File: config.mk
export PLATFORM = sky130hd
export DESIGN_NAME = pfd_fault_delay
export DESIGN_NICKNAME = d
export VERILOG_FILES = /design/src/hdl/pfd_pkg.sv /design/src/hdl/pfd_timer_if.sv /design/src/hdl/pfd_delay_timer.sv /design/src/hdl/pfd_fault_delay.sv
export VERILOG_INCLUDE_DIRS = /design/src /design/src/hdl
export SDC_FILE = /design/constraint.sdc
export NUM_CORES = 1
export LEC_CHECK = 0
export ABC_AREA = 1
export BUFFER_PORTS_ARGS = -buffer_cell sky130_fd_sc_hd__buf_4
export CAP_MARGIN = 25
export CORE_MARGIN = 4
export CORE_UTILIZATION = 45
export CTS_CLUSTER_SIZE = 8
export DETAILED_ROUTE_END_ITERATION = 8
export PLACE_DENSITY = 0.65
export SYNTH_ARGS = -nofsm -noshare
export SYNTH_HDL_FRONTEND = slang
export SYNTH_SLANG_ARGS = --single-unit
File: constraint.sdc
create_clock -name clk -period 2.04 [get_ports clk]
set_input_delay 0.612 -clock clk [delete_from_list [all_inputs] [get_ports clk]]
set_output_delay 0.612 -clock clk [all_outputs]
set_load 0.1 [all_outputs]
File: src/hdl/pfd_regs.svh
// Register map, field layout and delay timing constants of the fault delay block
`ifndef PFD_REGS_SVH
`define PFD_REGS_SVH

`define PFD_ADDR_OVERLOAD_DELAY 8'h06
`define PFD_ADDR_CHARGE_SHORT 8'h07
`define PFD_ADDR_DISCHARGE_SHORT 8'h08

`define PFD_RST_OVERLOAD_DELAY 8'h00
`define PFD_RST_CHARGE_SHORT 8'h00
`define PFD_RST_DISCHARGE_SHORT 8'h00
`define PFD_RDATA_UNMAPPED 8'h00

`define PFD_OL_WRITE_MASK 8'h0f
`define PFD_LEVEL_MSB 3
`define PFD_LEVEL_LSB 0
`define PFD_DELAY_MSB 7
`define PFD_DELAY_LSB 4

`define PFD_WATCHDOG_FREQ_HZ 32768
`define PFD_OL_BASE_US 1000
`define PFD_OL_STEP_US 2000
`define PFD_SC_STEP_US 61
`define PFD_US_TO_TICKS(us) (((us) * `PFD_WATCHDOG_FREQ_HZ + 999999) / 1000000)
`define PFD_OL_BASE_TICKS `PFD_US_TO_TICKS(`PFD_OL_BASE_US)
`define PFD_OL_STEP_TICKS `PFD_US_TO_TICKS(`PFD_OL_STEP_US)
`define PFD_SC_STEP_TICKS `PFD_US_TO_TICKS(`PFD_SC_STEP_US)

`endif

File: src/hdl/pfd_pkg.sv
// Types shared by the fault delay block
`default_nettype none
package pfd_pkg;
    typedef logic [7:0] pfd_byte_t;
    typedef logic [3:0] pfd_code_t;
    typedef logic [11:0] pfd_ticks_t;
    typedef enum logic [1:0] {PFD_CH_OL, PFD_CH_CHARGE_SHORT, PFD_CH_DISCHARGE_SHORT} pfd_chan_t;
endpackage
`default_nettype wire

File: src/hdl/pfd_timer_if.sv
// Signals between the protection core and one fault delay timer
`default_nettype none
interface pfd_timer_if;
    import pfd_pkg::*;
    logic tick;
    logic fault;
    logic clear;
    pfd_ticks_t limit;
    logic trip;
    modport ctrl (output tick, output fault, output clear, output limit, input trip);
    modport timer (input tick, input fault, input clear, input limit, output trip);
endinterface
`default_nettype wire
File: src/hdl/pfd_delay_timer.sv
// Blanking delay counter for one current fault channel
`default_nettype none
module pfd_delay_timer (
    input wire logic clk,
    input wire logic reset_n,
    pfd_timer_if.timer bus
);
    import pfd_pkg::*;

    pfd_ticks_t count;
    pfd_ticks_t next_count;
    logic next_trip;
    logic trip_set;

    always_comb begin
        next_count = count;
        next_trip = bus.trip;
        trip_set = bus.fault && bus.tick && (count >= bus.limit);
        if (!bus.fault) begin
            next_count = '0;
        end else if (bus.tick && !trip_set) begin
            next_count = pfd_ticks_t'(count + 1'b1);
        end
        if (trip_set) begin
            next_trip = 1'b1;
        end else if (bus.clear) begin
            next_trip = 1'b0;
        end
    end

    always_ff @(posedge clk or negedge reset_n) begin
        if (!reset_n) begin
            count <= '0;
            bus.trip <= 1'b0;
        end else begin
            count <= next_count;
            bus.trip <= next_trip;
        end
    end
endmodule
`default_nettype wire

File: src/hdl/pfd_fault_delay.sv
// Fault delay configuration registers and FET trip logic
//
// Contract
// - Overload delay register: code in low nibble, upper nibble zero, resets zero.
// - Overload delay is one millisecond plus two milliseconds per code step.
// - Charge short register: level code low nibble, delay code high nibble, reset zero.
// - Charge short level code sets trip level 0.100 V plus 25 mV steps.
// - Charge short delay is code times about 61 microseconds, zero to 915.
// - Charge short fault past its delay turns off all three FET drives.
// - Discharge short register: level code low nibble, delay code high nibble, reset zero.
// - Discharge short level code sets trip level 0.10 V plus 25 mV steps.
// - Discharge short delay is code times about 61 microseconds, zero to 915.
// - Discharge short fault past its delay turns off all three FET drives.
// - Zero-volt mode powers up with charge drive off, zero-volt drive on.
// - Before supply is valid, common mode forces charge drive on once power mode select rises.
// - With supply valid, charge drive follows the charge control bit.
// - Delay timers count watchdog clock rising edges and stop with that clock.
// - Each sense disable bit at one suppresses its fault detection.
// - With supply valid in zero-volt mode, zero-volt off bit at zero keeps that drive on, one turns off.
`include "pfd_regs.svh"
`default_nettype none
module pfd_fault_delay (
    input wire logic clk,
    input wire logic reset_n,
    input wire pfd_pkg::pfd_byte_t reg_addr,
    input wire pfd_pkg::pfd_byte_t reg_wdata,
    input wire logic reg_wr,
    input wire logic reg_rd,
    output pfd_pkg::pfd_byte_t reg_rdata,
    input wire logic watchdog_clock_input,
    input wire logic overload_comp,
    input wire logic charge_short_comp,
    input wire logic discharge_short_comp,
    input wire logic overload_sense_disable,
    input wire logic charge_short_sense_disable,
    input wire logic discharge_short_sense_disable,
    input wire logic power_mode_select_input,
    input wire logic supply_ok,
    input wire logic charge_fet_bit,
    input wire logic discharge_fet_bit,
    input wire logic zero_volt_fet_off_bit,
    output logic charge_fet_drive,
    output logic discharge_fet_drive,
    output logic zero_volt_fet_drive,
    output pfd_pkg::pfd_code_t charge_short_level_code,
    output pfd_pkg::pfd_code_t discharge_short_level_code,
    output logic overload_trip,
    output logic charge_short_trip,
    output logic discharge_short_trip
);
    import pfd_pkg::*;

    pfd_byte_t overload_delay;
    pfd_byte_t charge_short_config;
    pfd_byte_t discharge_short_config;
    pfd_byte_t next_overload_delay;
    pfd_byte_t next_charge_short_config;
    pfd_byte_t next_discharge_short_config;
    pfd_byte_t next_reg_rdata;

    pfd_code_t overload_delay_code;
    pfd_code_t charge_short_delay_code;
    pfd_code_t discharge_short_delay_code;

    logic wd_prev;
    logic wd_tick;

    logic [2:0] comp_vec;
    logic [2:0] disable_vec;
    logic [2:0] trip_vec;
    pfd_ticks_t limit_vec [3];
    logic any_trip;
    logic trip_clear;

    logic next_charge_fet_drive;
    logic next_discharge_fet_drive;
    logic next_zero_volt_fet_drive;

    // Register file: write decode and read mux
    always_comb begin
        next_overload_delay = overload_delay;
        next_charge_short_config = charge_short_config;
        next_discharge_short_config = discharge_short_config;
        next_reg_rdata = reg_rdata;
        if (reg_wr) begin
            case (reg_addr)
                `PFD_ADDR_OVERLOAD_DELAY: next_overload_delay = reg_wdata & `PFD_OL_WRITE_MASK;
                `PFD_ADDR_CHARGE_SHORT: next_charge_short_config = reg_wdata;
                `PFD_ADDR_DISCHARGE_SHORT: next_discharge_short_config = reg_wdata;
                default: ;
            endcase
        end
        if (reg_rd) begin
            case (reg_addr)
                `PFD_ADDR_OVERLOAD_DELAY: next_reg_rdata = overload_delay;
                `PFD_ADDR_CHARGE_SHORT: next_reg_rdata = charge_short_config;
                `PFD_ADDR_DISCHARGE_SHORT: next_reg_rdata = discharge_short_config;
                default: next_reg_rdata = `PFD_RDATA_UNMAPPED;
            endcase
        end
    end

    always_ff @(posedge clk or negedge reset_n) begin
        if (!reset_n) begin
            overload_delay <= `PFD_RST_OVERLOAD_DELAY;
            charge_short_config <= `PFD_RST_CHARGE_SHORT;
            discharge_short_config <= `PFD_RST_DISCHARGE_SHORT;
            reg_rdata <= `PFD_RDATA_UNMAPPED;
        end else begin
            overload_delay <= next_overload_delay;
            charge_short_config <= next_charge_short_config;
            discharge_short_config <= next_discharge_short_config;
            reg_rdata <= next_reg_rdata;
        end
    end

    assign charge_short_level_code = charge_short_config[`PFD_LEVEL_MSB:`PFD_LEVEL_LSB];
    assign discharge_short_level_code = discharge_short_config[`PFD_LEVEL_MSB:`PFD_LEVEL_LSB];

    assign overload_delay_code = overload_delay[`PFD_LEVEL_MSB:`PFD_LEVEL_LSB];
    assign charge_short_delay_code = charge_short_config[`PFD_DELAY_MSB:`PFD_DELAY_LSB];
    assign discharge_short_delay_code = discharge_short_config[`PFD_DELAY_MSB:`PFD_DELAY_LSB];

    // Watchdog edge sampling
    always_ff @(posedge clk or negedge reset_n) begin
        if (!reset_n) begin
            // High so a clock already high at release is no false tick
            wd_prev <= 1'b1;
        end else begin
            wd_prev <= watchdog_clock_input;
        end
    end

    // timers advance on watchdog rising edge
    assign wd_tick = watchdog_clock_input && !wd_prev;

    // Delay limits in watchdog ticks
    always_comb begin
        limit_vec[PFD_CH_OL] = pfd_ticks_t'(`PFD_OL_BASE_TICKS + `PFD_OL_STEP_TICKS * overload_delay_code);
        limit_vec[PFD_CH_CHARGE_SHORT] = pfd_ticks_t'(`PFD_SC_STEP_TICKS * charge_short_delay_code);
        limit_vec[PFD_CH_DISCHARGE_SHORT] = pfd_ticks_t'(`PFD_SC_STEP_TICKS * discharge_short_delay_code);
    end

    assign comp_vec = {discharge_short_comp, charge_short_comp, overload_comp};
    assign disable_vec = {discharge_short_sense_disable, charge_short_sense_disable, overload_sense_disable};

    // Latched trip releases once host drops both FET commands
    assign trip_clear = !charge_fet_bit && !discharge_fet_bit;

    pfd_timer_if tif[3] ();

    for (genvar i = 0; i < 3; i++) begin : g_chan
        assign tif[i].tick = wd_tick;
        assign tif[i].fault = comp_vec[i] && !disable_vec[i];
        assign tif[i].clear = trip_clear;
        assign tif[i].limit = limit_vec[i];
        assign trip_vec[i] = tif[i].trip;
        pfd_delay_timer u_timer (
            .clk(clk),
            .reset_n(reset_n),
            .bus(tif[i])
        );
    end

    assign overload_trip = trip_vec[PFD_CH_OL];
    assign charge_short_trip = trip_vec[PFD_CH_CHARGE_SHORT];
    assign discharge_short_trip = trip_vec[PFD_CH_DISCHARGE_SHORT];
    assign any_trip = |trip_vec;

    // FET drive selection
    always_comb begin
        next_charge_fet_drive = 1'b0;
        next_discharge_fet_drive = 1'b0;
        next_zero_volt_fet_drive = 1'b0;
        if (any_trip) begin
            next_charge_fet_drive = 1'b0;
        end else if (!supply_ok) begin
            next_charge_fet_drive = power_mode_select_input;
            next_zero_volt_fet_drive = !power_mode_select_input;
        end else begin
            next_charge_fet_drive = charge_fet_bit;
            next_discharge_fet_drive = discharge_fet_bit;
            next_zero_volt_fet_drive = !power_mode_select_input && !zero_volt_fet_off_bit;
        end
    end

    always_ff @(posedge clk or negedge reset_n) begin
        if (!reset_n) begin
            charge_fet_drive <= 1'b0;
            discharge_fet_drive <= 1'b0;
            zero_volt_fet_drive <= 1'b0;
        end else begin
            charge_fet_drive <= next_charge_fet_drive;
            discharge_fet_drive <= next_discharge_fet_drive;
            zero_volt_fet_drive <= next_zero_volt_fet_drive;
        end
    end
endmodule
`default_nettype wire

# Word-level counts from Yosys, hierarchy flattened
# Cells that the tools add are included.
# totals
register_bits,71
input_bits,32
output_inout_bits,22
wordCells,78
# op_classes
add_sub_neg,4
multipliers,1
order_cmp,3
eq_ne,6
muxes,17
reduce_logical,33
# op_table
op,count
12-bit two-way mux,6
12-bit by 1-bit adder with 12-bit output (second input constant),3
12-bit by 5-bit >= comparator with 1-bit output,2
8-bit one-hot mux with 3 select lines,1
8-bit by 3-bit == test with 1-bit output (second input constant),2
1-bit logical AND,15
6-bit by 11-bit adder with 12-bit output (first input constant),1
12-bit >= comparator,1
1-bit zero test,11
6-bit by 4-bit multiplier with 10-bit output (first input constant),1
1-bit two-way mux,10
8-bit by 4-bit == test with 1-bit output (second input constant),1
2-bit inequality test (second input constant),3
2-bit AND reduction,3
2-bit nonzero test,3
3-bit OR reduction,1

# Logic depth before layout (Yosys ltp)
# logic_depth
depth_word,8
depth_mapped,11
ltp_nobuf,11

# Hierarchy
# Synthesis repeated with hierarchy kept, for this count alone.
# hier_totals
cells_unflattened,692
hier_area_um2,5079.9
# modules_own_cells
module,instances,cells_per_inst,area_each_um2,seq_area_each_um2
pfd_delay_timer,3,168,1161.1,325.3
pfd_fault_delay,1,188,1596.5,802.0

# Worst setup path before layout
# OpenSTA, ideal clock, no wires.
# synth_timing
path_kind,input to register
from,input reg_addr[5]
to,register charge_short_config[7]
setup_ns,0.126
arrival_time_ns,1.419
required_time_ns,1.914
setup_slack_ns,0.495
path_stages,7
n_path_buf,2
path_cell_list,nor2_1 -> nor3b_2 -> buf_4 -> nand2_4 -> nor2_8 -> buf_6 -> o21ai_0
# synth_via
elab_chain_cells,2
# synth_lines
element,line_no,text
"start, declared",pfd_fault_delay.sv:25,"input wire pfd_pkg::pfd_byte_t reg_addr,"
8-bit by 3-bit == test with 1-bit output,pfd_fault_delay.sv:86,case (reg_addr)
2-bit AND reduction (no source line),-,
"end signal, assigned",pfd_fault_delay.sv:106,charge_short_config <= `PFD_RST_CHARGE_SHORT;
"end signal, assigned",pfd_fault_delay.sv:111,charge_short_config <= next_charge_short_config;
"end, declared",pfd_fault_delay.sv:54,pfd_byte_t charge_short_config;
# Every way passes these cells.
# A chain may end at the register's enable or synchronous reset.

# Final worst setup path
# layout_timing
from,register g_chan[0].u_timer.count[9]
to,register g_chan[0].u_timer.count[9]
# layout_via
elab_chain_cells,5
elab_cells_between_ends,8
cone_classes,add/sub: 1; order compare: 1; eq/ne: 1; mux: 2; reduce/logical: 3
# layout_lines
element,line_no,text
"start, declared",pfd_delay_timer.sv:10,pfd_ticks_t count;
"start signal, assigned",pfd_delay_timer.sv:36,count <= next_count;
12-bit >= comparator,pfd_delay_timer.sv:18,trip_set = bus.fault && bus.tick && (count >= bus.limit);
1-bit logical AND,pfd_delay_timer.sv:18,
1-bit zero test,pfd_delay_timer.sv:21,end else if (bus.tick && !trip_set) begin
1-bit logical AND,pfd_delay_timer.sv:21,
2-bit inequality test (no source line),-,
# Parallel ways exist; a longest one is shown, timed or not. The select of a mux whose other input is x is not followed.

==> metrics.md <==
| Metric | Value |
|---|---|
| Post-layout util | `55.05%` |
| Ys async rst share | `100.0%` |
| Synthesized-area fraction occupied by adder cells | `6.201%` |
| Crit Path Category | `reg -> reg` |
| Die extent in x | `100.3 um` |
| Die Area | `10060 um2` |
| Internal power | `2.274 mW` |
| # nets final | `597` |
| CTS resizes | `0` |
| Top cell by count, worst path | `nand2_1` |
| First-pass GRT wire length | `14.25 mm` |
| Sequential area share after synthesis | `46.38%` |
| Initial Utilization | `46.42%` |
| # DRC | `0` |
| Gr usage total | `17.67%` |
| Cts bufs inserted | `9` |
| Required @ worst endpoint | `2.32 ns` |
| Peak supply drop | `310.4 uV` |
| TritonRoute pass-1 iters | `4` |
| Grt ovf | `0` |
| CP top delay family | `simple AND/OR/NAND/NOR gates` |
| Commonest non-fill, non-tap cell in the layout | `nand2_1` |
| Max_cap viols | `0` |
| Antenna violations before repair | `0` |
| ANT nets after route | `0` |
| Worst-path clk slew | `0.08 ns` |
| Fill cell count | `801` |
| Ant diodes | `0` |
| Port Buf Inserts | `53` |
| Max Clk Rate | `0.5615 GHz` |
| Hold Buf Count CTS | `0` |
| Cell Chain, Critical Path | `ha_1 > a21oi_1 > and2_1 > nand4_1 > nand2_1 > nand2_1 > nand2_1` |
| Post-CTS setup buffer count | `0` |
| Via count | `3247` |
| Max clock buf depth | `2` |
| Pin count of the biggest net entering global routing | `30` |
| Post-DP HPWL | `6.316 mm` |
| Hold Path Class | `in -> async` |
| Slowest CP cell | `dfrtp_1` |
| CP max FO | `8` |
| CTS sink cnt | `71` |
| Synth Register Bits | `71` |
| Setup-failing EPs final | `0` |
| Slew headroom | `66.82%` |
| Hold Violations, Final | `0` |
| First DRT Iteration DRCs | `82` |
| Die height | `100.3 um` |
| Syn-to-layout area delta | `18.57%` |
| Combinational share of power | `11.7%` |
| CP bufs+invs | `0` |
| CTS tree | `done` |
| Top_reg_cell synth | `dfrtp_1` |
| Most frequent cells in the layout | `nand2_1 (148), dfrtp_1 (70), inv_1 (62)` |
| Tmin final | `1.781 ns` |
| Largest family of logic cells by synthesized area | `simple AND/OR/NAND/NOR gates` |
| Synth Net Count | `541` |
| Share of layout cells above drive strength 1 | `15.79%` |
| Register share of total power | `47.5%` |
| Skew final | `0.009727 ns` |
| Pwr Density | `679.2 nW/um2` |
| Slowest stage delay, CP | `0.46 ns` |
| Netlist cell types | `31` |
| GPL Wtd Cong | `0.8460` |
| Post-synthesis xor/xnor area fraction | `2.056%` |
| Storage cell area | `1778 um2` |
| CORE AREA | `8258 um2` |
| Synth Area per Inst | `7.824 um2` |
| Crit end category | `flop` |
| Number of synthesized flops with an enable pin | `0` |
| Clk Latency, worst-skew pair | `0.35 ns` |
| Yosys warns | `0` |
| H-tree levels | `3` |
| Final period util | `87.30%` |
| Tightest Pin Transition | `0.4954 ns` |
| Psw | `0.8132 mW` |
| Syn Std Cell Area | `3834 um2` |
| Post-DR wirelength/cell | `12.52 um` |
| Row cnt | `33` |
| Unrepaired setup endpoints after global routing | `false` |
| Final Slew Violations | `0` |
| Mapped Cells | `490` |
| Ports | `54` |
| Setup TNS | `0 ns` |
| Status | `completed` |
| Clk pwr share | `40.8%` |
| Area of the multi-input gates | `1707 um2` |
| Total Wirelength | `8.216 mm` |
| Simple-gate share of the synthesized area | `30.25%` |
| Final hold slack | `0.1676 ns` |
| Switch share | `26.34%` |
| Vias/cell | `4.950` |
| Root Driver | `clkbuf_8` |
| Post-synthesis mux area share | `0%` |
| Vias in the first global route | `3086` |
| Critical Path AT | `2.06 ns` |
| Nature of the critical path startpoint | `flop` |
| Leak | `2.441 nW` |
| Compound-Gate Fraction of Synth Area | `6.005%` |
power groups by stage:
| stage | Combinational, mW | Sequential, mW | Clock [mW] |
|---|---|---|---|
| CTS | 0.366 | 1.47 | 1.29 |
| floorplan | 0.200 | 1.52 | 0 |
| global route | 0.395 | 1.47 | 1.35 |
| finish | 0.361 | 1.47 | 1.26 |
| detailed placement | 0.365 | 1.49 | 0 |
| global placement | 0.359 | 1.49 | 0 |
worst paths after layout:
check	startpoint	to	slack [ns]	cells after the start
hold / removal	reset_n	overload_delay[2]$_DFFE_PN0P_	0.17	1
max in group asynchronous	reset_n	g_chan[1].u_timer.count[6]$_DFFE_PN0P_	1.31	2
hold reg to reg	reg_rdata[6]$_DFFE_PN0P_	reg_rdata[6]$_DFFE_PN0P_	0.49	2
min in group clk	watchdog_clock_input	wd_prev$_DFF_PN1_	0.37	1
setup reg to reg	g_chan[0].u_timer.count[9]$_DFFE_PN0P_	g_chan[0].u_timer.count[9]$_DFFE_PN0P_	0.26	7
setup / recovery	g_chan[0].u_timer.count[9]$_DFFE_PN0P_	g_chan[0].u_timer.count[9]$_DFFE_PN0P_	0.26	7
synth_stat cells, types with 5 or more instances:
cell | n | area [um2]
xor2_1 | 8 | 70.07
dfrtp_1 | 70 | 1752
nand2_1 | 148 | 555.5
ha_1 | 19 | 237.7
o21ai_0 | 12 | 60.06
nor3_1 | 11 | 55.05
inv_1 | 62 | 232.7
buf_4 | 9 | 67.56
a21oi_1 | 10 | 50.05
nand3_1 | 46 | 230.2
nor2_1 | 53 | 198.9
nand4_1 | 5 | 31.28
logic make-up after synthesis:
| kind of cell | Yosys count |
|---|---|
| and+or+nand+nor | 272 |
| AOI/OAI and AO/OA | 40 |
| buffers and inverters | 79 |
| adders and majority gates | 19 |
| DFF | 71 |
| xor gates and xnor gates | 9 |
per-stage QoR:
stage | cells | area (um2) | power, mW | worst slack (ns)
3_5_place_dp | 640 | 4323 | 1.858 | 0.2376
6_report | 656 | 4546 | 3.087 | 0.2590
2_1_floorplan | 490 | 3834 | 1.718 | 0.4950
4_1_cts | 656 | 4546 | 3.118 | 0.2864
5_1_grt | 656 | 4546 | 3.217 | 0.07662
3_3_place_gp | 640 | 4323 | 1.852 | 0.2704
layer usage:
layer,vias up,track usage [%],part of all wire (%)
li1,1656,-,-
met1,1504,24.24,48
met2,75,27.62,45
met3,12,3.753,5.3
met4,0,6.528,1.7
met5,-,0,0
worst reg2reg max path, stage by stage (launching register included):
cell and delay [ns]:
dfrtp_1 0.46, ha_1 0.34, a21oi_1 0.13, and2_1 0.15, nand4_1 0.16, nand2_1 0.30, nand2_1 0.10, nand2_1 0.08
state kept, by name, indices dropped and copies added, names as in the netlist:
name                     cells
wd_prev                      1
charge_short_config          8
overload_delay               4
reg_rdata                    8
g_chan.u_timer.bus.trip      3
zero_volt_fet_drive          1
discharge_fet_drive          1
charge_fet_drive             1
discharge_short_config       8
g_chan.u_timer.count        36
layout make-up:
cell class                      instances  share of cell area, %
Clock inverter                          5                  1.789
Timing Repair Buffer                   61                  10.35
Multi-Input combinational cell        340                  37.54
Clock buffer                           11                  3.110
Sequential cell                        71                  39.11
Inverter                               63                  5.202
Tap cell                              105                  2.890
Note: power is estimated with default switching activity, not from simulation.
